## config.mk

```make
export PLATFORM = sky130hd
export DESIGN_NAME = pfsc_fault_capture
export DESIGN_NICKNAME = d
export VERILOG_FILES = /design/src/rtl/pfsc_pkg.sv /design/src/rtl/pfsc_fault_capture.sv
export SDC_FILE = /design/constraint.sdc
export NUM_CORES = 1
export LEC_CHECK = 0
export ABC_CLOCK_PERIOD_IN_PS = 4750
export BUFFER_PORTS_ARGS = -buffer_cell sky130_fd_sc_hd__buf_4
export CAP_MARGIN = 0
export CORE_MARGIN = 8
export CORE_UTILIZATION = 45
export DETAILED_ROUTE_END_ITERATION = 12
export PLACE_DENSITY = 0.67
export SKIP_CTS_REPAIR_TIMING = 1
export SLEW_MARGIN = 25
export SYNTH_ARGS = -nofsm -noshare
export SYNTH_HDL_FRONTEND = slang
export SYNTH_SLANG_ARGS = --single-unit
```

## constraint.sdc

```tcl
create_clock -name pclk -period 4.75 [get_ports pclk]
set_input_delay 0.475 -clock pclk [delete_from_list [all_inputs] [get_ports pclk]]
set_output_delay 0.475 -clock pclk [all_outputs]
set_load 0.01 [all_outputs]
```

## src/rtl/pfsc_pkg.sv

```systemverilog
// Package: register map, field layout and timing constants of the fault status capture block
package pfsc_pkg;

  // ------------------------------------------------------------
  // Register byte offsets (APB, one aligned word each)
  // ------------------------------------------------------------
  localparam logic [7:0] OFF_CTRL = 8'h00;
  localparam logic [7:0] OFF_STATUS = 8'h04;
  localparam logic [7:0] OFF_FAULT = 8'h08;
  localparam logic [7:0] OFF_IRQ_LEVEL = 8'h0C;
  localparam logic [7:0] OFF_CMD_WORD = 8'h10;
  localparam logic [7:0] OFF_BLK_SP = 8'h14;
  localparam logic [7:0] OFF_VEC_ADDR = 8'h18;
  localparam logic [7:0] OFF_STEP_ADDR = 8'h1C;
  localparam logic [7:0] OFF_BLK_ID = 8'h20;
  localparam logic [7:0] OFF_REL_STEP = 8'h24;
  localparam logic [7:0] OFF_IRQ_MASK = 8'h28;
  localparam logic [7:0] OFF_IRQ_ERASE = 8'h2C;
  localparam logic [7:0] OFF_DB_BASE = 8'h30;
  localparam logic [7:0] OFF_CALLER_RET = 8'h34;
  localparam logic [7:0] OFF_CALLER_ID = 8'h38;
  localparam logic [7:0] OFF_ACCU = 8'h3C;

  // ------------------------------------------------------------
  // Control register fields
  // ------------------------------------------------------------
  localparam int CTRL_CLEAR = 0;    // Write 1: clear faults and leave stop
  localparam int CTRL_FIRST_UA = 1; // Write 1: first overall reset request
  localparam int CTRL_COLD_OK = 2;
  localparam int CTRL_WARM_OK = 3;

  // ------------------------------------------------------------
  // Status register fields
  // ------------------------------------------------------------
  localparam int ST_STOP = 0;
  localparam int ST_MAIN_RUN = 1;
  localparam int ST_FALLBACK_RUN = 2;
  localparam int ST_PERIODIC_LOADED = 3;
  localparam int ST_RAM32 = 4;
  localparam int ST_RAM16 = 5;
  localparam int ST_RAM8 = 6;
  localparam int ST_EPROM = 7;
  localparam int ST_HALT = 8;
  localparam int ST_FIRST_UA = 9;
  localparam int ST_SYS_UA = 10;
  localparam int ST_COLD_OK = 11;
  localparam int ST_WARM_OK = 12;
  localparam int ST_AUTO_WARM = 13;
  localparam int ST_OUT_DISABLE = 14;
  localparam int ST_STOP_HANDLER = 15;

  // ------------------------------------------------------------
  // Fault register fields (index into fault vector)
  // ------------------------------------------------------------
  localparam int NFAULT = 13;
  localparam int F_ACK_TIMEOUT = 0;
  localparam int F_IMG_TIMEOUT = 1;
  localparam int F_IMG_ADDR = 2;
  localparam int F_OPCODE = 3;
  localparam int F_SUBST = 4;
  localparam int F_SF_GROUP = 5;
  localparam int F_SF_MISSING = 6;
  localparam int F_SF_RUNTIME = 7;
  localparam int F_TIMING = 8;
  localparam int F_PERIODIC_OVR = 9;
  localparam int F_BLK_NEST = 10;
  localparam int F_IRQ_NEST = 11;
  localparam int F_IO_LIST = 12;

  // ------------------------------------------------------------
  // Fixed values
  // ------------------------------------------------------------
  localparam logic [15:0] DB_NONE = 16'h7FFF;
  localparam logic [15:0] VEC_IN_BASE = 16'hE200;
  localparam logic [15:0] VEC_OUT_BASE = 16'hE280;
  localparam logic [15:0] VEC_FIN_BASE = 16'hE300;
  localparam logic [15:0] VEC_FOUT_BASE = 16'hE400;
  localparam int BLK_NEST_MAX = 24;
  localparam int TIMER_MAX = 127;
  localparam int CLK_MHZ = 200;
  localparam int PERIOD_MS = 100;
  localparam int PERIOD_CYC = PERIOD_MS * 1000 * CLK_MHZ;
  localparam int CLK_WATCH_CYC = 16;

  // Image update areas
  typedef enum logic [1:0] {
    PFSC_AREA_IN,
    PFSC_AREA_OUT,
    PFSC_AREA_FIN,
    PFSC_AREA_FOUT
  } pfsc_area_t;

  // Memory module type
  typedef enum logic [1:0] {
    PFSC_MEM_RAM32,
    PFSC_MEM_RAM16,
    PFSC_MEM_RAM8,
    PFSC_MEM_EPROM
  } pfsc_mem_t;

  // Processor context snapshot
  typedef struct packed {
    logic [15:0] cmd_word;
    logic [15:0] step_addr;
    logic [15:0] blk_start;
    logic [15:0] blk_id;
    logic [15:0] db_base;
    logic db_valid;
    logic [15:0] jump_addr;
    logic [15:0] caller_id;
    logic [15:0] irq_mask;
    logic [15:0] irq_erase;
    logic [31:0] accu;
  } pfsc_ctx_t;

  // Error event strobes from the execution unit
  typedef struct packed {
    logic ack_miss;
    logic img_ack_miss;
    pfsc_area_t img_area;
    logic [7:0] img_entry;
    logic img_addr_bad;
    logic illegal_op;
    logic unloaded_call;
    logic timer_masked;
    logic [15:0] timer_num;
    logic timer_access;
    logic subst_bad;
    logic sf_missing;
    logic sf_runtime;
    logic io_cfg_missing;
    logic io_cfg_noack;
  } pfsc_evt_t;

endpackage : pfsc_pkg
```

## src/rtl/pfsc_fault_capture.sv

```systemverilog
// Fault detection, status flags and context capture for the controller processor
`timescale 1ns/10ps
module pfsc_fault_capture #(
  parameter int PERIOD_CYCLES = pfsc_pkg::PERIOD_CYC,
  parameter int IRQ_DEPTH = 8
) (
  // Clock and reset
  input wire logic pclk,
  input wire logic presetn,
  // APB slave
  input wire logic psel,
  input wire logic penable,
  input wire logic pwrite,
  input wire logic [7:0] paddr,
  input wire logic [31:0] pwdata,
  output logic [31:0] prdata,
  output logic pready,
  output logic pslverr,
  // Processor status inputs
  input wire logic main_cycle_block_loaded,
  input wire logic fallback_cycle_block_loaded,
  input wire logic periodic_block_loaded,
  input wire pfsc_pkg::pfsc_mem_t mem_type,
  input wire logic cpu_clk_pulse,
  input wire logic halt_line,
  input wire logic mains_failure,
  input wire logic system_reset_request,
  input wire logic restart_done,
  // Processor context and events
  input wire pfsc_pkg::pfsc_ctx_t ctx,
  input wire pfsc_pkg::pfsc_evt_t evt,
  input wire logic blk_call,
  input wire logic blk_return,
  input wire logic irq_enter,
  input wire logic irq_exit,
  input wire logic periodic_done,
  // Outputs to the processor
  output logic main_cycle_run,
  output logic fallback_cycle_run,
  output logic periodic_request,
  output logic stop_state,
  output logic stop_handler_call,
  output logic output_disable_signal,
  output logic overall_reset_required
);

  // ------------------------------------------------------------
  // State
  // ------------------------------------------------------------
  typedef struct packed {
    logic [pfsc_pkg::NFAULT-1:0] fault;
    logic stop;
    logic handler;
    logic out_dis;
    logic first_ua;
    logic sys_ua;
    logic cold_ok;
    logic warm_ok;
    logic auto_warm;
    logic periodic_active;
    // Interval divider and clock pulse watchdog
    logic [31:0] period_cnt;
    logic [4:0] clk_watch;
    logic clk_prev;
    logic [5:0] blk_depth;
    logic [15:0] irq_level;
    logic [15:0] vec_addr;
    logic vec_img;
    // Context as it stood when stop was entered
    pfsc_pkg::pfsc_ctx_t snap;
    logic [31:0] rdata;
  } pfsc_state_t;

  pfsc_state_t s_r;
  pfsc_state_t s_nxt;

  // Area base plus entry gives the failing address
  function automatic logic [15:0] area_addr(input pfsc_pkg::pfsc_area_t a, input logic [7:0] e);
    logic [15:0] b;
    b = pfsc_pkg::VEC_IN_BASE;
    case (a)
      pfsc_pkg::PFSC_AREA_IN: b = pfsc_pkg::VEC_IN_BASE + {9'h000, e[6:0]};
      pfsc_pkg::PFSC_AREA_OUT: b = pfsc_pkg::VEC_OUT_BASE + {9'h000, e[6:0]};
      pfsc_pkg::PFSC_AREA_FIN: b = pfsc_pkg::VEC_FIN_BASE + {8'h00, e};
      pfsc_pkg::PFSC_AREA_FOUT: b = pfsc_pkg::VEC_FOUT_BASE + {8'h00, e};
      default: b = pfsc_pkg::VEC_IN_BASE;
    endcase
    return b;
  endfunction : area_addr

  // ------------------------------------------------------------
  // Combinational decode
  // ------------------------------------------------------------
  logic wr_acc;
  logic rd_setup;
  logic period_tick;
  logic [pfsc_pkg::NFAULT-1:0] ev;
  logic stop_err;
  logic [15:0] status_w;

  // Writes act in the access phase, reads are decoded at setup
  assign wr_acc = psel && penable && pwrite;
  assign rd_setup = psel && !penable && !pwrite;
  // One tick per periodic interval
  assign period_tick = (s_r.period_cnt == 32'(PERIOD_CYCLES - 1));

  // Raw fault events this cycle
  always_comb begin
    ev = '0;
    ev[pfsc_pkg::F_ACK_TIMEOUT] = evt.ack_miss;
    ev[pfsc_pkg::F_IMG_TIMEOUT] = evt.img_ack_miss;
    ev[pfsc_pkg::F_IMG_ADDR] = evt.img_addr_bad;
    ev[pfsc_pkg::F_OPCODE] = evt.illegal_op || evt.unloaded_call ||
      (evt.timer_access && (evt.timer_masked || evt.timer_num > 16'(pfsc_pkg::TIMER_MAX)));
    ev[pfsc_pkg::F_SUBST] = evt.subst_bad;
    ev[pfsc_pkg::F_SF_MISSING] = evt.sf_missing;
    ev[pfsc_pkg::F_SF_RUNTIME] = evt.sf_runtime;
    ev[pfsc_pkg::F_PERIODIC_OVR] = period_tick && s_r.periodic_active && periodic_block_loaded;
    ev[pfsc_pkg::F_TIMING] = ev[pfsc_pkg::F_PERIODIC_OVR] ||
      (s_r.clk_watch == 5'(pfsc_pkg::CLK_WATCH_CYC));
    ev[pfsc_pkg::F_BLK_NEST] = blk_call && (s_r.blk_depth == 6'(pfsc_pkg::BLK_NEST_MAX));
    ev[pfsc_pkg::F_IRQ_NEST] = irq_enter && (s_r.irq_level == 16'(IRQ_DEPTH));
    ev[pfsc_pkg::F_IO_LIST] = evt.io_cfg_missing || evt.io_cfg_noack;
    ev[pfsc_pkg::F_SF_GROUP] = ev[pfsc_pkg::F_SF_MISSING] || ev[pfsc_pkg::F_SF_RUNTIME];
  end

  // Errors that stop with the handler; overflows and io list stop without it
  localparam logic [pfsc_pkg::NFAULT-1:0] NO_HANDLER_M = pfsc_pkg::NFAULT'((1 << pfsc_pkg::F_BLK_NEST) |
    (1 << pfsc_pkg::F_IRQ_NEST) | (1 << pfsc_pkg::F_IO_LIST));
  assign stop_err = |(ev & ~NO_HANDLER_M);

  // Status word as read by software
  always_comb begin
    status_w = '0;
    status_w[pfsc_pkg::ST_STOP] = s_r.stop;
    status_w[pfsc_pkg::ST_MAIN_RUN] = main_cycle_run;
    status_w[pfsc_pkg::ST_FALLBACK_RUN] = fallback_cycle_run;
    status_w[pfsc_pkg::ST_PERIODIC_LOADED] = periodic_block_loaded;
    status_w[pfsc_pkg::ST_RAM32] = (mem_type == pfsc_pkg::PFSC_MEM_RAM32);
    status_w[pfsc_pkg::ST_RAM16] = (mem_type == pfsc_pkg::PFSC_MEM_RAM16);
    status_w[pfsc_pkg::ST_RAM8] = (mem_type == pfsc_pkg::PFSC_MEM_RAM8);
    status_w[pfsc_pkg::ST_EPROM] = (mem_type == pfsc_pkg::PFSC_MEM_EPROM);
    status_w[pfsc_pkg::ST_HALT] = halt_line;
    status_w[pfsc_pkg::ST_FIRST_UA] = s_r.first_ua;
    status_w[pfsc_pkg::ST_SYS_UA] = s_r.sys_ua;
    status_w[pfsc_pkg::ST_COLD_OK] = s_r.cold_ok;
    status_w[pfsc_pkg::ST_WARM_OK] = s_r.warm_ok;
    status_w[pfsc_pkg::ST_AUTO_WARM] = s_r.auto_warm;
    status_w[pfsc_pkg::ST_OUT_DISABLE] = s_r.out_dis;
    status_w[pfsc_pkg::ST_STOP_HANDLER] = s_r.handler;
  end

  // ------------------------------------------------------------
  // Next state
  // ------------------------------------------------------------
  always_comb begin
    s_nxt = s_r;
    // Periodic interval divider
    s_nxt.period_cnt = period_tick ? '0 : s_r.period_cnt + 32'h1;
    if (periodic_done) begin
      s_nxt.periodic_active = 1'b0;
    end
    // A tick while stopped starts nothing
    if (period_tick && periodic_block_loaded && !s_r.stop) begin
      s_nxt.periodic_active = 1'b1;
    end

    // Clock pulse watchdog counts cycles without a pulse edge
    s_nxt.clk_prev = cpu_clk_pulse;
    if (cpu_clk_pulse != s_r.clk_prev) begin
      s_nxt.clk_watch = '0;
    end else if (s_r.clk_watch != 5'(pfsc_pkg::CLK_WATCH_CYC)) begin
      s_nxt.clk_watch = s_r.clk_watch + 5'h1;
    end

    // Stack tracking frozen while stopped
    if (!s_r.stop) begin
      // Block call depth, saturating at the limit
      if (blk_call && !blk_return && s_r.blk_depth != 6'(pfsc_pkg::BLK_NEST_MAX)) begin
        s_nxt.blk_depth = s_r.blk_depth + 6'h1;
      end else if (blk_return && !blk_call && s_r.blk_depth != '0) begin
        s_nxt.blk_depth = s_r.blk_depth - 6'h1;
      end
      // Interrupt stack level orders nested entries
      if (irq_enter && !irq_exit && s_r.irq_level != 16'(IRQ_DEPTH)) begin
        s_nxt.irq_level = s_r.irq_level + 16'h1;
      end else if (irq_exit && !irq_enter && s_r.irq_level != '0) begin
        s_nxt.irq_level = s_r.irq_level - 16'h1;
      end
      // Live context, held once stop is entered
      s_nxt.snap = ctx;
      s_nxt.fault = s_r.fault | ev;
      // Vector keeps the failing area until clear
      if (evt.img_ack_miss) begin
        s_nxt.vec_addr = area_addr(evt.img_area, evt.img_entry);
        s_nxt.vec_img = 1'b1;
      end else if (!s_r.vec_img) begin
        s_nxt.vec_addr = ctx.step_addr;
      end
      if (|ev) begin
        s_nxt.stop = 1'b1;
        s_nxt.out_dis = 1'b1;
        s_nxt.handler = stop_err;
      end
    end

    // Reset requests and restart permissions
    if (system_reset_request) begin
      s_nxt.sys_ua = 1'b1;
    end
    // Restart done clears first so a power failure in the same cycle is kept
    if (restart_done) begin
      s_nxt.auto_warm = 1'b0;
    end
    if (mains_failure) begin
      s_nxt.auto_warm = 1'b1;
    end

    // Software writes; hardware sets above win over clears, except a periodic start, which a clear cancels
    if (wr_acc && paddr == pfsc_pkg::OFF_CTRL) begin
      s_nxt.cold_ok = pwdata[pfsc_pkg::CTRL_COLD_OK];
      s_nxt.warm_ok = pwdata[pfsc_pkg::CTRL_WARM_OK];
      if (pwdata[pfsc_pkg::CTRL_FIRST_UA]) begin
        s_nxt.first_ua = 1'b1;
      end
      if (pwdata[pfsc_pkg::CTRL_CLEAR] && !(|ev)) begin
        s_nxt.fault = '0;
        s_nxt.stop = 1'b0;
        s_nxt.handler = 1'b0;
        s_nxt.out_dis = 1'b0;
        s_nxt.vec_img = 1'b0;
        s_nxt.blk_depth = '0;
        s_nxt.irq_level = '0;
        s_nxt.first_ua = 1'b0;
        s_nxt.sys_ua = system_reset_request;
        s_nxt.periodic_active = 1'b0;
      end
    end

    // Read data captured at setup so the access phase answers at once
    if (rd_setup) begin
      case (paddr)
        pfsc_pkg::OFF_STATUS: s_nxt.rdata = {16'h0000, status_w};
        pfsc_pkg::OFF_FAULT: s_nxt.rdata = {19'h00000, s_r.fault};
        pfsc_pkg::OFF_CTRL: s_nxt.rdata = {28'h0000000, s_r.warm_ok, s_r.cold_ok, s_r.first_ua, 1'b0};
        pfsc_pkg::OFF_IRQ_LEVEL: s_nxt.rdata = {16'h0000, s_r.irq_level};
        pfsc_pkg::OFF_CMD_WORD: s_nxt.rdata = {16'h0000, s_r.snap.cmd_word};
        pfsc_pkg::OFF_BLK_SP: s_nxt.rdata = {26'h0000000, s_r.blk_depth};
        pfsc_pkg::OFF_VEC_ADDR: s_nxt.rdata = {16'h0000, s_r.vec_addr};
        pfsc_pkg::OFF_STEP_ADDR: s_nxt.rdata = {16'h0000, s_r.snap.step_addr};
        pfsc_pkg::OFF_BLK_ID: s_nxt.rdata = {16'h0000, s_r.snap.blk_id};
        pfsc_pkg::OFF_REL_STEP: s_nxt.rdata = {16'h0000, 16'(s_r.snap.step_addr - s_r.snap.blk_start)};
        pfsc_pkg::OFF_IRQ_MASK: s_nxt.rdata = {16'h0000, s_r.snap.irq_mask};
        pfsc_pkg::OFF_IRQ_ERASE: s_nxt.rdata = {16'h0000, s_r.snap.irq_erase};
        pfsc_pkg::OFF_DB_BASE:
          s_nxt.rdata = {16'h0000, s_r.snap.db_valid ? s_r.snap.db_base : pfsc_pkg::DB_NONE};
        pfsc_pkg::OFF_CALLER_RET: s_nxt.rdata = {16'h0000, s_r.snap.jump_addr};
        pfsc_pkg::OFF_CALLER_ID: s_nxt.rdata = {16'h0000, s_r.snap.caller_id};
        pfsc_pkg::OFF_ACCU: s_nxt.rdata = s_r.snap.accu;
        default: s_nxt.rdata = '0;
      endcase
    end
  end

  // ------------------------------------------------------------
  // State register
  // ------------------------------------------------------------
  always_ff @(posedge pclk or negedge presetn) begin
    if (!presetn) begin
      s_r <= '0;
    end else begin
      s_r <= s_nxt;
    end
  end

  // ------------------------------------------------------------
  // Outputs
  // ------------------------------------------------------------
  // Zero wait states and no error response
  assign pready = 1'b1;
  assign pslverr = 1'b0;
  assign prdata = s_r.rdata;
  // Main block always wins so the two never both run
  assign main_cycle_run = main_cycle_block_loaded && !s_r.stop;
  assign fallback_cycle_run = fallback_cycle_block_loaded && !main_cycle_block_loaded && !s_r.stop;
  assign periodic_request = s_r.periodic_active;
  assign stop_state = s_r.stop || halt_line;
  assign stop_handler_call = s_r.handler;
  assign output_disable_signal = s_r.out_dis;
  assign overall_reset_required = s_r.sys_ua;

  // ------------------------------------------------------------
  // Assertions
  // ------------------------------------------------------------
  run_exclusive_a: assert property (@(posedge pclk) disable iff (!presetn)
    !(main_cycle_run && fallback_cycle_run)) else $error("both cycle blocks run");

  periodic_gate_a: assert property (@(posedge pclk) disable iff (!presetn)
    $rose(periodic_request) |-> $past(periodic_block_loaded)) else $error("periodic without block");

  overrun_flag_a: assert property (@(posedge pclk) disable iff (!presetn)
    (ev[pfsc_pkg::F_PERIODIC_OVR] && !s_r.stop) |=> (s_r.fault[pfsc_pkg::F_TIMING] && s_r.stop))
    else $error("overrun not flagged");

  clk_fail_a: assert property (@(posedge pclk) disable iff (!presetn)
    (s_r.clk_watch == 5'(pfsc_pkg::CLK_WATCH_CYC) && !s_r.stop) |=> (s_r.fault[pfsc_pkg::F_TIMING] && s_r.stop))
    else $error("clock failure missed");

  nest_flag_a: assert property (@(posedge pclk) disable iff (!presetn)
    (blk_call && s_r.blk_depth == 6'(pfsc_pkg::BLK_NEST_MAX) && !s_r.stop) |=> s_r.fault[pfsc_pkg::F_BLK_NEST])
    else $error("nest overflow missed");

  irq_nest_a: assert property (@(posedge pclk) disable iff (!presetn)
    (irq_enter && s_r.irq_level == 16'(IRQ_DEPTH) && !s_r.stop) |=> s_r.fault[pfsc_pkg::F_IRQ_NEST])
    else $error("interrupt overflow missed");

  sf_group_a: assert property (@(posedge pclk) disable iff (!presetn)
    s_r.fault[pfsc_pkg::F_SF_GROUP] == (s_r.fault[pfsc_pkg::F_SF_MISSING] || s_r.fault[pfsc_pkg::F_SF_RUNTIME]))
    else $error("group fault mismatch");

  vec_area_a: assert property (@(posedge pclk) disable iff (!presetn)
    (evt.img_ack_miss && evt.img_area == pfsc_pkg::PFSC_AREA_OUT && !s_r.stop) |=>
    (s_r.vec_addr[15:7] == 9'h1C5)) else $error("vector area wrong");

  reset_req_a: assert property (@(posedge pclk) disable iff (!presetn)
    system_reset_request |=> overall_reset_required)
    else $error("reset request missed");

  warm_flag_a: assert property (@(posedge pclk) disable iff (!presetn)
    mains_failure |=> s_r.auto_warm)
    else $error("warm restart flag missed");

  stop_outdis_a: assert property (@(posedge pclk) disable iff (!presetn)
    $rose(s_r.stop) |-> output_disable_signal) else $error("no output disable");

  handler_a: assert property (@(posedge pclk) disable iff (!presetn)
    (!s_r.stop && ev == (1 << pfsc_pkg::F_IO_LIST)) |=> (s_r.stop && !stop_handler_call))
    else $error("handler on io list fault");

  stop_hold_a: assert property (@(posedge pclk) disable iff (!presetn)
    (s_r.stop && !wr_acc) |=> (s_r.stop && $stable(s_r.fault)))
    else $error("stop or faults changed");

  frozen_a: assert property (@(posedge pclk) disable iff (!presetn)
    (s_r.stop && $past(s_r.stop) && !$past(wr_acc)) |-> $stable(s_r.snap) && $stable(s_r.irq_level))
    else $error("capture changed in stop");

endmodule : pfsc_fault_capture

```

## Word-level counts from Yosys, hierarchy flattened

Cells that the tools add are included.

| word-level totals | value |
|---|---|
| output and inout bits | 41 |
| register bits | 308 |
| logic and storage cells | 155 |
| input port bits | 275 |

| cells by class | value |
|---|---|
| multiplexer cells | 30 |
| $add $sub $neg | 11 |
| $lt $le $gt $ge | 1 |
| bitwise logic cells | 2 |
| equal/unequal tests | 30 |
| reductions and logical operators | 52 |

Operator list:

| operator | number |
|---|---|
| 32-bit case mux with 16 select lines | 1 |
| 216-bit 2-to-1 mux | 1 |
| 16-bit 2-to-1 mux | 6 |
| 8-bit by 6-bit equality test with 1-bit output (second input constant) | 8 |
| 16-bit case mux with 4 select lines | 1 |
| 22-bit 2-to-1 mux | 2 |
| 32-bit by 1-bit adder with 32-bit output (second input constant) | 1 |
| 32-bit by 25-bit equality test with 1-bit output (second input constant) | 1 |
| 8-bit by 5-bit equality test with 1-bit output (second input constant) | 4 |
| 32-bit 2-to-1 mux | 1 |
| 14-bit by 8-bit adder with 15-bit output (first input constant) | 2 |
| 14-bit by 9-bit adder with 15-bit output (first input constant) | 2 |
| 1-bit logical AND | 24 |
| 20-bit 2-to-1 mux | 1 |
| 18-bit 2-to-1 mux | 1 |
| 16-bit by 1-bit adder with 16-bit output (second input constant) | 1 |
| 16-bit by 4-bit equality test with 1-bit output (second input constant) | 1 |
| 8-bit by 4-bit equality test with 1-bit output (second input constant) | 2 |
| 16-bit by 7-bit > comparator with 1-bit output (second input constant) | 1 |
| 16-bit by 4-bit inequality test with 1-bit output (second input constant) | 1 |
| 16-bit nonzero test | 1 |
| 16-bit by 1-bit subtractor with 16-bit output (second input constant) | 1 |
| 16-bit subtractor | 1 |
| 13-bit bitwise OR | 1 |
| 26 further kinds | 60 |

## Logic depth before layout (Yosys ltp)

Gate-level depths: netlist of run 1.

| logic depth | value |
|---|---|
| depth after elaboration | 9 |
| mapped depth | 10 |
| depth with buffers taken out | 10 |

## Least setup slack after synthesis of run 1

OpenSTA, ideal clock, no wires.

| path | value |
|---|---|
| path type | register -> register |
| start point | register s_r[226] in the netlist's numbering |
| end point | register s_r[240] in the netlist's numbering |
| period minus slack after synthesis | 2.474 ns |
| required time | 4.677 ns |
| cell stages (with the launch flop) | 9 |
| arrival time | 2.401 ns |
| setup time | 0.073 ns |
| path slack | 2.276 ns |
| buffers on the path | 0 |
| path through | dfrtp_1 > inv_1 > ha_1 > or3b_2 > or4_1 > or2_0 > a21boi_1 > or3_1 > a21oi_2 |

RTL lines:

| item | line | RTL |
|---|---|---|
| start, declared | pfsc_fault_capture.sv:74 | `pfsc_state_t s_r;` |
| start signal, assigned | pfsc_fault_capture.sv:272 | `s_r <= s_nxt;` |

==> parameters.txt, run 1 <==
Parameter                              Value

Outcome
  Outcome ... finished, violations left
  Violated checks ... hold timing

STA
  RSZ-0062 raised after global routing ... no
  Final setup TNS ... 0 ps
  Final-layout worst hold slack ... -43.87 ps
  Final setup violation count ... 0
  Final-report max-slew violation count ... 0
  Final period demand of the worst path ... 2821 ps
  Highest attainable clock frequency ... 354.5 MHz
  Slew at the pin with the worst max-slew slack ... 1080 ps
  Headroom to the max-slew limit ... 0.2781
  Fraction of the cycle the final worst path needs ... 0.5939
  Maximum clock skew at final layout ... 19.32 ps
  Hold Vio Cnt, Final ... 29

Yosys
  Combinational family with the most area after synthesis ... multiplexers
  Leading cell types by count after synthesis ... sky130_fd_sc_hd__dfrtp_1, sky130_fd_sc_hd__mux2_2, sky130_fd_sc_hd__nor2_1
  Post-Synthesis Cell Area ... 16050 µm²
  Per-instance average area after synthesis ... 10.86 µm²
  Cell taking the most area after synthesis ... sky130_fd_sc_hd__dfrtp_1
  Number of enable flip-flop cells after synthesis ... 0
  Mapped Nets ... 1778
  Post-synthesis share of cell area spent on and, or, nand and nor gates ... 0.1290
  Synthesis Warnings ... 0
  Fraction of the mapped netlist area in adder cells ... 0.01996
  Synthesized instance count ... 1478
  Most frequently used cell type in the post-synthesis netlist ... sky130_fd_sc_hd__dfrtp_1
  Main flop type after synthesis ... sky130_fd_sc_hd__dfrtp_1
  Post-synth ARST share ... 1.000
  Multiplexer share of the synthesized area ... 0.1688
  Part of the Yosys area used for sequential elements ... 0.4803
  Synth Area in XOR/XNOR ... 0.03220
  Synth Register Bits ... 308
  Complex-gate fraction of the synthesized area ... 0.1230
  Number of library cell types mapped by synthesis ... 88
  Fraction of post-synthesis cell area in the top cell type by area ... 0.4803
  Area contributors post-synth ... sky130_fd_sc_hd__dfrtp_1, sky130_fd_sc_hd__mux2_2, sky130_fd_sc_hd__nor2_1, sky130_fd_sc_hd__mux2i_1, sky130_fd_sc_hd__nand2_1

Setup path
  Startpoint Class ... input port
  Worst path required time ... 5140 ps
  Critical path type ... input port to register
  Worst EP arrival ... 3210 ps
  Maximum fanout encountered on the critical timing path ... 27
  CP endpoint kind ... register

Finish
  Share of layout cells above drive strength 1 ... 0.3482
  Number of nets at the end of the flow ... 1998
  Number of standard cells in the final layout excluding fillers ... 2187
  Area grow syn2layout ... 22.24%
  Antenna fix cells ... 0

Route
  DR iter-0 viols ... 1083
  DRC viols ... 0
  Routed via count divided by cell count ... 5.801
  Number of vias after detailed routing ... 12690
  Antenna-violating nets left ... 0
  Per-cell routed wire length ... 23.87 µm
  First-pass iteration count of the detailed router ... 6
  Final wirelength ... 52200 µm

Global route
  Vias in the first global route ... 13110
  Global Route Usage Sum ... 0.2421
  Global-route congestion overflow total ... 0
  Largest net degree at the start of global routing ... 133
  Initial antenna violation count ... 0
  Global-route wire length before repair ... 78940 µm

Clocking
  CTS tree ... built
  Reg clk slew, reported paths ... 60 ps
  Total number of clock tree sinks ... 308
  CTS Buffer Depth ... 3
  Maximum level of the CTS H-tree ... 2
  Clock latency on the worst-skew pair ... 520 ps
  Root Buffer Master ... sky130_fd_sc_hd__clkbuf_16
  Number of buffers created by CTS ... 36

Pwr
  Power share of the combinational group ... 0.105
  Internal power ... 4.836 mW
  Net switching power ... 1.523 mW
  VDD IR-drop max ... 235.4 µV
  Leakage power figure ... 8.824 nW
  Switching share of total power ... 0.2394
  Sequential cell fraction of total power ... 0.440
  Power density normalized to cell area ... 324.1 nW/µm²
  Clock group share of total power ... 0.455

Placement
  HPWL Detailed ... 39470 µm
  Total instance count after detailed placement ... 2121
  Total of buffers placed on input and output ports ... 278
  Routability congestion estimate ... 0.9608

Flow run
  Max_cap viols ... 0

Floorplan
  Width of the die ... 204.8 µm
  Area of the core region ... 35310 µm²
  Total die area ... 41960 µm²
  Top-Level Pins ... 316
  Die span in y ... 204.8 µm
  Initial core utilization ... 0.4545
  Cell Rows ... 69

Worst hold path
  Min-delay worst type ... input port to async pin
flip-flops by register name, indices dropped and copies added, names as in the netlist:
name and cells:
periodic_request 1, output_disable_signal 1, s_r 272, overall_reset_required 1, stop_handler_call 1, prdata 32
critical path, cell delays in order:
cell	delay, ps
sky130_fd_sc_hd__buf_4	110
sky130_fd_sc_hd__or4_1	520
sky130_fd_sc_hd__o41ai_1	470
sky130_fd_sc_hd__nand4_1	250
sky130_fd_sc_hd__a311o_1	430
sky130_fd_sc_hd__nor3_4	600
sky130_fd_sc_hd__buf_12	270
sky130_fd_sc_hd__o21ai_0	90
power by group through the flow:
stage | clock [mW] | sequential [mW] | combinational (mW)
after detailed placement | 0 | 2.84 | 0.666
after CTS | 2.94 | 2.80 | 0.668
after global placement | 0 | 2.84 | 0.658
after global routing | 3.05 | 2.81 | 0.724
after floorplan | 0 | 2.81 | 0.327
final | 2.89 | 2.80 | 0.668
placed cells by master, fill, tap and decap left out, types with 28 or more instances in the layout:
cell and n:
sky130_fd_sc_hd__dfrtp_1 307, sky130_fd_sc_hd__buf_4 297, sky130_fd_sc_hd__mux2_2 194, sky130_fd_sc_hd__nor2_1 112
sky130_fd_sc_hd__nand2_1 84, sky130_fd_sc_hd__a21oi_1 61, sky130_fd_sc_hd__o21ai_0 60, sky130_fd_sc_hd__nand3_1 39
sky130_fd_sc_hd__inv_1 37, sky130_fd_sc_hd__clkbuf_16 37, sky130_fd_sc_hd__mux2i_1 34, sky130_fd_sc_hd__xor2_1 31
sky130_fd_sc_hd__a22o_1 31, sky130_fd_sc_hd__nor3_1 28, sky130_fd_sc_hd__xnor2_1 28
final cells by class:
cell class,instances,area (µm²)
clock inverter,16,192.7
clock buffer,50,1065
inverter,38,142.6
sequential,308,7711
fill,3066,15690
multi-input combinational,1013,7625
tap,461,576.8
timing repair buffer,301,2305
path summary, 6_finish.rpt:
path                                from                    end  slack, ps  depth (start not counted)
setup / recovery                 evt[15]  output_disable_signal       1930                          8
setup reg to reg                s_r[226]               s_r[240]       1970                          8
max in group asynchronous        presetn                s_r[75]       3610                          2
hold reg to reg                 s_r[285]               s_r[285]        460                          1
hold / removal                   presetn                s_r[84]        -40                          1
min in group pclk          cpu_clk_pulse               s_r[248]         90                          1
layer usage:
metal / GRT usage / vias up / part of all wire
li1: - / 5784 / -
met4: 0.06454 / 0 / 0.027
met5: 0 / - / 0
met1: 0.3496 / 6332 / 0.45
met3: 0.03953 / 79 / 0.069
met2: 0.3729 / 491 / 0.45
cell families after synthesis:
kind of cell | Yosys count
XOR/XNOR | 59
flip-flops | 308
adder cells (fa/ha/maj) | 25
buffers and inverters | 157
multiplexers | 236
AND/OR/NAND/NOR | 403
other | 2
AO/OA/AOI/OAI | 288
stage by stage:
step | hold slack, ps | area [µm²] | utilization | total power [mW] | setup slack, ps
after detailed placement | 452.3 | 18350 | 0.5198 | 3.509 | 1402
after global routing | 11.58 | 19620 | 0.5556 | 6.582 | 1814
final | -43.87 | 19620 | 0.5556 | 6.359 | 1929
after floorplan | 179.4 | 16050 | - | 3.137 | 2276
after global placement | 448.4 | 18350 | 0.5198 | 3.497 | 1440
after CTS | -5.217 | 19610 | 0.5554 | 6.409 | 1923
Note: power is estimated with default switching activity, not from simulation.
==> run 2, diff against run 1 <==
--- a/config.mk
+++ b/config.mk
@@ -5,13 +5,13 @@
 export SDC_FILE = /design/constraint.sdc
 export NUM_CORES = 1
 export LEC_CHECK = 0
-export ABC_CLOCK_PERIOD_IN_PS = 4750
+export ABC_CLOCK_PERIOD_IN_PS = 2300
 export BUFFER_PORTS_ARGS = -buffer_cell sky130_fd_sc_hd__buf_4
 export CAP_MARGIN = 0
 export CORE_MARGIN = 8
 export CORE_UTILIZATION = 45
 export DETAILED_ROUTE_END_ITERATION = 12
-export PLACE_DENSITY = 0.67
+export PLACE_DENSITY = 0.7
 export SKIP_CTS_REPAIR_TIMING = 1
 export SLEW_MARGIN = 25
 export SYNTH_ARGS = -nofsm -noshare
==> constraint.sdc (replaced) <==
create_clock -name pclk -period 2.3 [get_ports pclk]
set_input_delay 0.23 -clock pclk [delete_from_list [all_inputs] [get_ports pclk]]
set_output_delay 0.23 -clock pclk [all_outputs]
set_load 0.01 [all_outputs]
==> parameters.txt, run 2 (synthesized netlist as in run 1, its figures left out) <==
Parameter                              Value

Outcome
  Violated checks ... hold timing, setup timing (was hold timing)
  Outcome ... finished, violations left (unchanged)

Route
  First-pass iteration count of the detailed router ... 5 (was 6)
  DRC viols ... 0 (unchanged)
  Routed via count divided by cell count ... 5.709 (was 5.801)
  Final wirelength ... 59450 µm (was 52200 µm)
  Antenna-violating nets left ... 0 (unchanged)
  Per-cell routed wire length ... 23.74 µm (was 23.87 µm)
  Number of vias after detailed routing ... 14300 (was 12690)
  DR iter-0 viols ... 1160 (was 1083)

Clocking
  Number of buffers created by CTS ... 36 (unchanged)
  Clock latency on the worst-skew pair ... 520 ps (about the same)
  Reg clk slew, reported paths ... 60 ps (about the same)
  CTS tree ... built (unchanged)
  Root Buffer Master ... sky130_fd_sc_hd__clkbuf_16 (unchanged)
  Total number of clock tree sinks ... 308 (unchanged)
  Maximum level of the CTS H-tree ... 2 (unchanged)
  CTS Buffer Depth ... 3 (unchanged)

Floorplan
  Total die area ... 41960 µm² (unchanged)
  Width of the die ... 204.8 µm (unchanged)
  Top-Level Pins ... 316 (unchanged)
  Die span in y ... 204.8 µm (unchanged)
  Area of the core region ... 35310 µm² (unchanged)
  Cell Rows ... 69 (unchanged)
  Initial core utilization ... 0.4545 (unchanged)

Placement
  Placed cell area ... 19350 µm² (was 18350 µm²)
  Worst slack at placement ... -330.5 ps (was 1402 ps)
  HPWL Detailed ... 41990 µm (was 39470 µm)
  Total instance count after detailed placement ... 2243 (was 2121)
  Routability congestion estimate ... 0.9735 (was 0.9608)
  Total of buffers placed on input and output ports ... 278 (unchanged)

Flow run
  Max_cap viols ... 0 (unchanged)

Setup path
  Maximum cell stage delay along the critical path ... 580 ps (was 600 ps)
  Startpoint Class ... register (was input port)
  Critical path type ... register to register (was input port to register)
  Worst path required time ... 2740 ps (was 5140 ps)
  CP cell instances ... or4_4 > or4_4 > or2_1 > a21boi_1 > or3_1 > a21oi_2 (was buf_4 > or4_1 > o41ai_1 > nand4_1 > a311o_1 > nor3_4 > buf_12 > o21ai_0)
  Worst EP arrival ... 2900 ps (was 3210 ps)
  Critical Path Slowest Stage Cell ... sky130_fd_sc_hd__or4_4 (was sky130_fd_sc_hd__nor3_4)
  Cell family with the largest share of critical-path delay ... simple AND/OR/NAND/NOR gates (unchanged)
  Maximum fanout encountered on the critical timing path ... 5 (was 27)
  CP endpoint kind ... register (unchanged)
  Buffers & Inverters on Critical Path ... 0 (was 2)
  Worst reg-to-reg setup slack ... -160 ps (was 1970 ps)
  Cell repeated most along the worst path ... sky130_fd_sc_hd__or4_4

Global route
  Global-route wire length before repair ... 81320 µm (was 78940 µm)
  Global Route Usage Sum ... 0.2498 (was 0.2421)
  Initial antenna violation count ... 1 (was 0)
  Largest net degree at the start of global routing ... 81 (was 133)
  Global-route congestion overflow total ... 0 (unchanged)
  Vias in the first global route ... 13550 (was 13110)

Finish
  Number of standard cells in the final layout excluding fillers ... 2504 (was 2187)
  Most common cell after layout, fill and taps aside ... sky130_fd_sc_hd__buf_4 (was sky130_fd_sc_hd__dfrtp_1)
  Area grow syn2layout ... 41.29% (was 22.24%)
  Number of nets at the end of the flow ... 2316 (was 1998)
  Share of layout cells above drive strength 1 ... 0.3702 (was 0.3482)
  Post-route design area ... 22670 µm² (was 19620 µm²)
  Max reg flops ... 272 (unchanged)
  Leading cell types in the layout, fill and taps excluded ... sky130_fd_sc_hd__buf_4, sky130_fd_sc_hd__dfrtp_1, sky130_fd_sc_hd__mux2_2, sky130_fd_sc_hd__dlygate4sd3_1, sky130_fd_sc_hd__nor2_1 (was sky130_fd_sc_hd__dfrtp_1, sky130_fd_sc_hd__buf_4, sky130_fd_sc_hd__mux2_2, sky130_fd_sc_hd__nor2_1, sky130_fd_sc_hd__nand2_1)
  Largest Register ... s_r (unchanged)

STA
  Final-report max-slew violation count ... 0 (unchanged)
  Final-layout worst hold slack ... -22.83 ps (was -43.87 ps)
  Final period demand of the worst path ... 2460 ps
  Slew at the pin with the worst max-slew slack ... 645.6 ps (was 1080 ps)
  Maximum clock skew at final layout ... 10.22 ps (was 19.32 ps)
  Highest attainable clock frequency ... 406.5 MHz
  Hold Vio Cnt, Final ... 4 (was 29)
  Final setup violation count ... 2 (was 0)
  Headroom to the max-slew limit ... 0.5696 (was 0.2781)
  Fraction of the cycle the final worst path needs ... 1.069
  RSZ-0062 raised after global routing ... yes (was no)
  Final setup TNS ... -190.7 ps (was 0 ps)
  Worst setup margin ... -159.8 ps (was 1929 ps)

Pwr
  VDD IR-drop max ... 469.7 µV (was 235.4 µV)
  Leakage power figure ... 10.28 nW (was 8.824 nW)
  Power density normalized to cell area ... 587.4 nW/µm² (was 324.1 nW/µm²)

Worst hold path
  Min-delay worst type ... input port to register (was input port to async pin)
-- run 2: area by class of cell --
type,instances,area [µm²]
fillers,2753,12640
multi-input cells,1013,7806
flip-flops and latches,308,7711
repair buffers,619,5269
clock buffers,56,1097
well taps,461,576.8
inverters,38,142.6
clock inverters,8,68.82
diodes,1,2.502
-- run 2: metrics by stage --
step           power (mW)    util  hold slack [ps]
2_1_floorplan       6.479       -           -65.59
3_3_place_gp        7.340  0.5479            206.2
3_5_place_dp        7.367  0.5479            215.3
4_1_cts             13.04  0.5809           -323.0
5_1_grt             13.74  0.6421            7.275
6_report            13.32  0.6421           -22.83
-- run 2: metal layers --
layer  track usage  part of all wire  up-vias
li1              -                 -     6419
met1        0.3516              0.42     7095
met2        0.3886              0.47      635
met3       0.05123             0.076      146
met4       0.06454             0.036        0
met5             0                 0        -
-- run 2: where the power goes --
part / internal [mW] / leakage, nW / total, mW / switching (mW)
sequential: 5.62 / 3.78 / 5.78 / 0.156
combinational: 0.979 / 5.92 / 1.83 / 0.851
clock: 3.39 / 0.581 / 5.71 / 2.32
-- run 2: path summary, 6_finish.rpt --
check | end | depth (start not counted) | start
min in group asynchronous | s_r[249] | 2 | presetn
max in group asynchronous | s_r[273] | 3 | presetn
worst min register to register | s_r[285] | 1 | s_r[285]
worst max register to register | s_r[240] | 6 | s_r[233]
worst max-delay path | s_r[240] | 6 | s_r[233]
worst min-delay path | s_r[297] | 3 | evt[25]
-- run 2: worst reg2reg max path: cells and delay by family (launching register included) --
kind             cells  cell delay, ps
flip-flops           1             380
AO/OA/AOI/OAI        2             260
AND/OR/NAND/NOR      4            1750
==> run 3, diff against run 2 <==
--- a/config.mk
+++ b/config.mk
@@ -5,6 +5,7 @@
 export SDC_FILE = /design/constraint.sdc
 export NUM_CORES = 1
 export LEC_CHECK = 0
+export ABC_AREA = 1
 export ABC_CLOCK_PERIOD_IN_PS = 2300
 export BUFFER_PORTS_ARGS = -buffer_cell sky130_fd_sc_hd__buf_4
 export CAP_MARGIN = 0
==> parameters.txt, run 3 <==
Parameter                              Value

Outcome
  Outcome ... finished, violations left (unchanged)
  Violated checks ... hold timing (was hold timing, setup timing)

STA
  Slew at the pin with the worst max-slew slack ... 731.7 ps (was 645.6 ps)
  Highest attainable clock frequency ... 462.4 MHz (was 406.5 MHz)
  Hold Vio Cnt, Final ... 3 (was 4)
  Final period demand of the worst path ... 2162 ps (was 2460 ps)
  RSZ-0062 raised after global routing ... no (was yes)
  Fraction of the cycle the final worst path needs ... 0.9402 (was 1.069)
  Final-layout worst hold slack ... -8.742 ps (was -22.83 ps)
  Final-report max-slew violation count ... 0 (unchanged)
  Final setup violation count ... 0 (was 2)
  Headroom to the max-slew limit ... 0.5122 (was 0.5696)
  Maximum clock skew at final layout ... 23.10 ps (was 10.22 ps)
  Final setup TNS ... 0 ps (was -190.7 ps)

Global route
  Initial antenna violation count ... 5 (was 1)
  Global-route congestion overflow total ... 0 (unchanged)
  Vias in the first global route ... 15310 (was 13550)
  Global Route Usage Sum ... 0.2529 (was 0.2498)
  Met1 demand-to-capacity share in global routing ... 0.3397 (was 0.3516)
  Met2 GRT Util ... 0.3984 (was 0.3886)
  Largest net degree at the start of global routing ... 144 (was 81)
  Global-route wire length before repair ... 83720 µm (was 81320 µm)
  Met3 usage in global routing ... 0.04734 (was 0.05123)
  Layer carrying the most global-route usage ... met2 (unchanged)

Setup path
  Worst path required time ... 2070 ps (was 2740 ps)
  Worst EP arrival ... 1930 ps (was 2900 ps)
  Critical path type ... register to primary output (was register to register)
  Reg2Reg Capture Point ... prdata[2] (was s_r[240])
  Startpoint Class ... register (unchanged)
  Worst reg-to-reg setup slack ... 150 ps (was -160 ps)
  CP cell instances ... buf_16 > or2_2 > buf_4 (was or4_4 > or4_4 > or2_1 > a21boi_1 > or3_1 > a21oi_2)
  Critical Path Slowest Stage Cell ... sky130_fd_sc_hd__dfrtp_4 (was sky130_fd_sc_hd__or4_4)
  Maximum cell stage delay along the critical path ... 600 ps (was 580 ps)
  Register-to-Register Path Depth ... 11 (was 6)
  CP endpoint kind ... primary output (was register)
  R2R Path Start ... s_r[177] (was s_r[233])
  Maximum fanout encountered on the critical timing path ... 72 (was 5)

Pwr
  VDD IR-drop max ... 416.3 µV (was 469.7 µV)
  Power density normalized to cell area ... 563.2 nW/µm² (was 587.4 nW/µm²)
  PnR Total Power ... 12.37 mW (was 13.32 mW)
  Leakage power figure ... 11.05 nW (was 10.28 nW)

Flow run
  Max_cap viols ... 0 (unchanged)

Worst hold path
  Hold worst-path end ... s_r[177] (was s_r[297])
  Min-delay worst type ... input port to register (unchanged)
  Cell depth of the worst min-delay path ... 3 (unchanged)
  Hold path start ... ctx[145] (was evt[25])

Floorplan
  Area of the core region ... 35660 µm² (was 35310 µm²)
  Total die area ... 42560 µm² (was 41960 µm²)
  Top-Level Pins ... 316 (unchanged)
  Die span in y ... 206.3 µm (was 204.8 µm)
  Cell Rows ... 69 (unchanged)
  Initial core utilization ... 0.4570 (was 0.4545)
  Width of the die ... 206.3 µm (was 204.8 µm)

Yosys
  Synth Register Bits ... 308 (unchanged)
  Post-synth ARST share ... 1.000 (unchanged)
  Most frequently used cell type in the post-synthesis netlist ... sky130_fd_sc_hd__nand2_1 (was sky130_fd_sc_hd__dfrtp_1)
  Per-instance average area after synthesis ... 7.327 µm² (was 10.86 µm²)
  Fraction of post-synthesis cell area in the top cell type by area ... 0.4730 (was 0.4803)
  Number of enable flip-flop cells after synthesis ... 0 (unchanged)
  Number of library cell types mapped by synthesis ... 49 (was 88)
  Main flop type after synthesis ... sky130_fd_sc_hd__dfrtp_1 (unchanged)
  Post-Synthesis Cell Area ... 16300 µm² (was 16050 µm²)
  Leading cell types by count after synthesis ... sky130_fd_sc_hd__nand2_1, sky130_fd_sc_hd__dfrtp_1, sky130_fd_sc_hd__nor2_1 (was sky130_fd_sc_hd__dfrtp_1, sky130_fd_sc_hd__mux2_2, sky130_fd_sc_hd__nor2_1)
  Synthesized instance count ... 2224 (was 1478)
  Mapped Nets ... 2524 (was 1778)
  Part of the Yosys area used for sequential elements ... 0.4730 (was 0.4803)
  Synthesis Warnings ... 0 (unchanged)
  Area contributors post-synth ... sky130_fd_sc_hd__dfrtp_1, sky130_fd_sc_hd__nand2_1, sky130_fd_sc_hd__nor2_1, sky130_fd_sc_hd__inv_1, sky130_fd_sc_hd__o21ai_0 (was sky130_fd_sc_hd__dfrtp_1, sky130_fd_sc_hd__mux2_2, sky130_fd_sc_hd__nor2_1, sky130_fd_sc_hd__mux2i_1, sky130_fd_sc_hd__nand2_1)
  Cell taking the most area after synthesis ... sky130_fd_sc_hd__dfrtp_1 (unchanged)

Route
  DRC viols ... 0 (unchanged)
  Final wirelength ... 58100 µm (was 59450 µm)
  First-pass iteration count of the detailed router ... 5 (unchanged)
  Number of vias after detailed routing ... 16290 (was 14300)
  Routed via count divided by cell count ... 5.167 (was 5.709)
  Per-cell routed wire length ... 18.43 µm (was 23.74 µm)
  Antenna-violating nets left ... 0 (unchanged)
  DR iter-0 viols ... 1328 (was 1160)

Finish
  Leading cell types in the layout, fill and taps excluded ... sky130_fd_sc_hd__nand2_1, sky130_fd_sc_hd__buf_4, sky130_fd_sc_hd__dfrtp_1, sky130_fd_sc_hd__nor2_1, sky130_fd_sc_hd__dlygate4sd3_1 (was sky130_fd_sc_hd__buf_4, sky130_fd_sc_hd__dfrtp_1, sky130_fd_sc_hd__mux2_2, sky130_fd_sc_hd__dlygate4sd3_1, sky130_fd_sc_hd__nor2_1)
  Most common cell after layout, fill and taps aside ... sky130_fd_sc_hd__nand2_1 (was sky130_fd_sc_hd__buf_4)
  Max reg flops ... 272 (unchanged)
  Number of nets at the end of the flow ... 2960 (was 2316)
  Fill count ... 3070 (was 2753)
  Share of layout cells above drive strength 1 ... 0.1590 (was 0.3702)
  Final cell utilization of the core ... 0.6159 (was 0.6421)
  Area grow syn2layout ... 34.76% (was 41.29%)
  Largest Register ... s_r (unchanged)

Clocking
  Root Buffer Master ... sky130_fd_sc_hd__clkbuf_16 (unchanged)
  Clock latency on the worst-skew pair ... 530 ps (was 520 ps)
  CTS tree ... built (unchanged)
  Total number of clock tree sinks ... 308 (unchanged)
  Maximum level of the CTS H-tree ... 2 (unchanged)
  Number of buffers created by CTS ... 36 (unchanged)
  Reg clk slew, reported paths ... 60 ps (about the same)
  CTS Buffer Depth ... 3 (unchanged)

Placement
  HPWL Detailed ... 41300 µm (was 41990 µm)
  Routability congestion estimate ... 0.9405 (was 0.9735)
  Total of buffers placed on input and output ports ... 278 (unchanged)
run 3: stage by stage:
| stage | instances | hold slack [ps] | setup WS [ps] | cell area (µm²) |
|---|---|---|---|---|
| finish | 3153 | -8.742 | 137.6 | 21960 |
| detailed placement | 2897 | 287.8 | 158.0 | 18830 |
| global placement | 2897 | 277.8 | 197.5 | 18830 |
| CTS | 2960 | -256.8 | 87.89 | 20040 |
| floorplan | 2224 | -65.59 | 397.0 | 16300 |
| global route | 3151 | 6.613 | 8.127 | 21950 |
run 3: final cells by class:
type / instances / area (µm²) / share of cell area
Inverter: 181 / 686.9 / 0.03128
Clock inverter: 12 / 153.9 / 0.007008
Tap cell: 461 / 576.8 / 0.02627
Timing Repair Buffer: 510 / 4474 / 0.2037
Antenna cell: 7 / 17.52 / 0.0007977
Sequential cell: 308 / 7711 / 0.3511
Multi-Input combinational cell: 1623 / 7281 / 0.3315
Clock buffer: 51 / 1059 / 0.04820
run 3: routing by layer:
metal	part of all wire	vias to the layer above
met4	0.045	0
met1	0.42	7691
met3	0.069	147
li1	-	7800
met2	0.47	652
met5	0	-
run 3: worst max-delay path by stage:
stage,startpoint,slack [ps],end,depth (start not counted)
6_report,s_r[294],140,stop_state,3
5_1_grt,s_r[177],8,prdata[6],13
3_3_place_gp,s_r[177],200,prdata[2],11
4_1_cts,s_r[294],90,stop_state,3
2_1_floorplan,s_r[177],400,prdata[6],13
3_5_place_dp,s_r[177],160,prdata[2],11
run 3: kinds of logic after synthesis:
family,share of synthesized area
compound gates,0.06757
xor+xnor,0.01827
fa+ha+maj,0.01966
buf+inv,0.08116
flops,0.4730
mux,0.001382
other cells,0.0004609
simple gates,0.3385
run 3: power by group:
group	internal, mW	switching [mW]	total (mW)
Clock	3.55	2.31	5.86
Combinational	0.569	0.436	1.00
Sequential	5.47	0.0347	5.50
Total	9.59	2.78	12.4
run 3: worst max-delay path: cells and delay by family, from the launching register on:
| kind | cells | cell delay, ps |
|---|---|---|
| buf+inv | 2 | 400 |
| flops | 1 | 600 |
| simple gates | 1 | 350 |
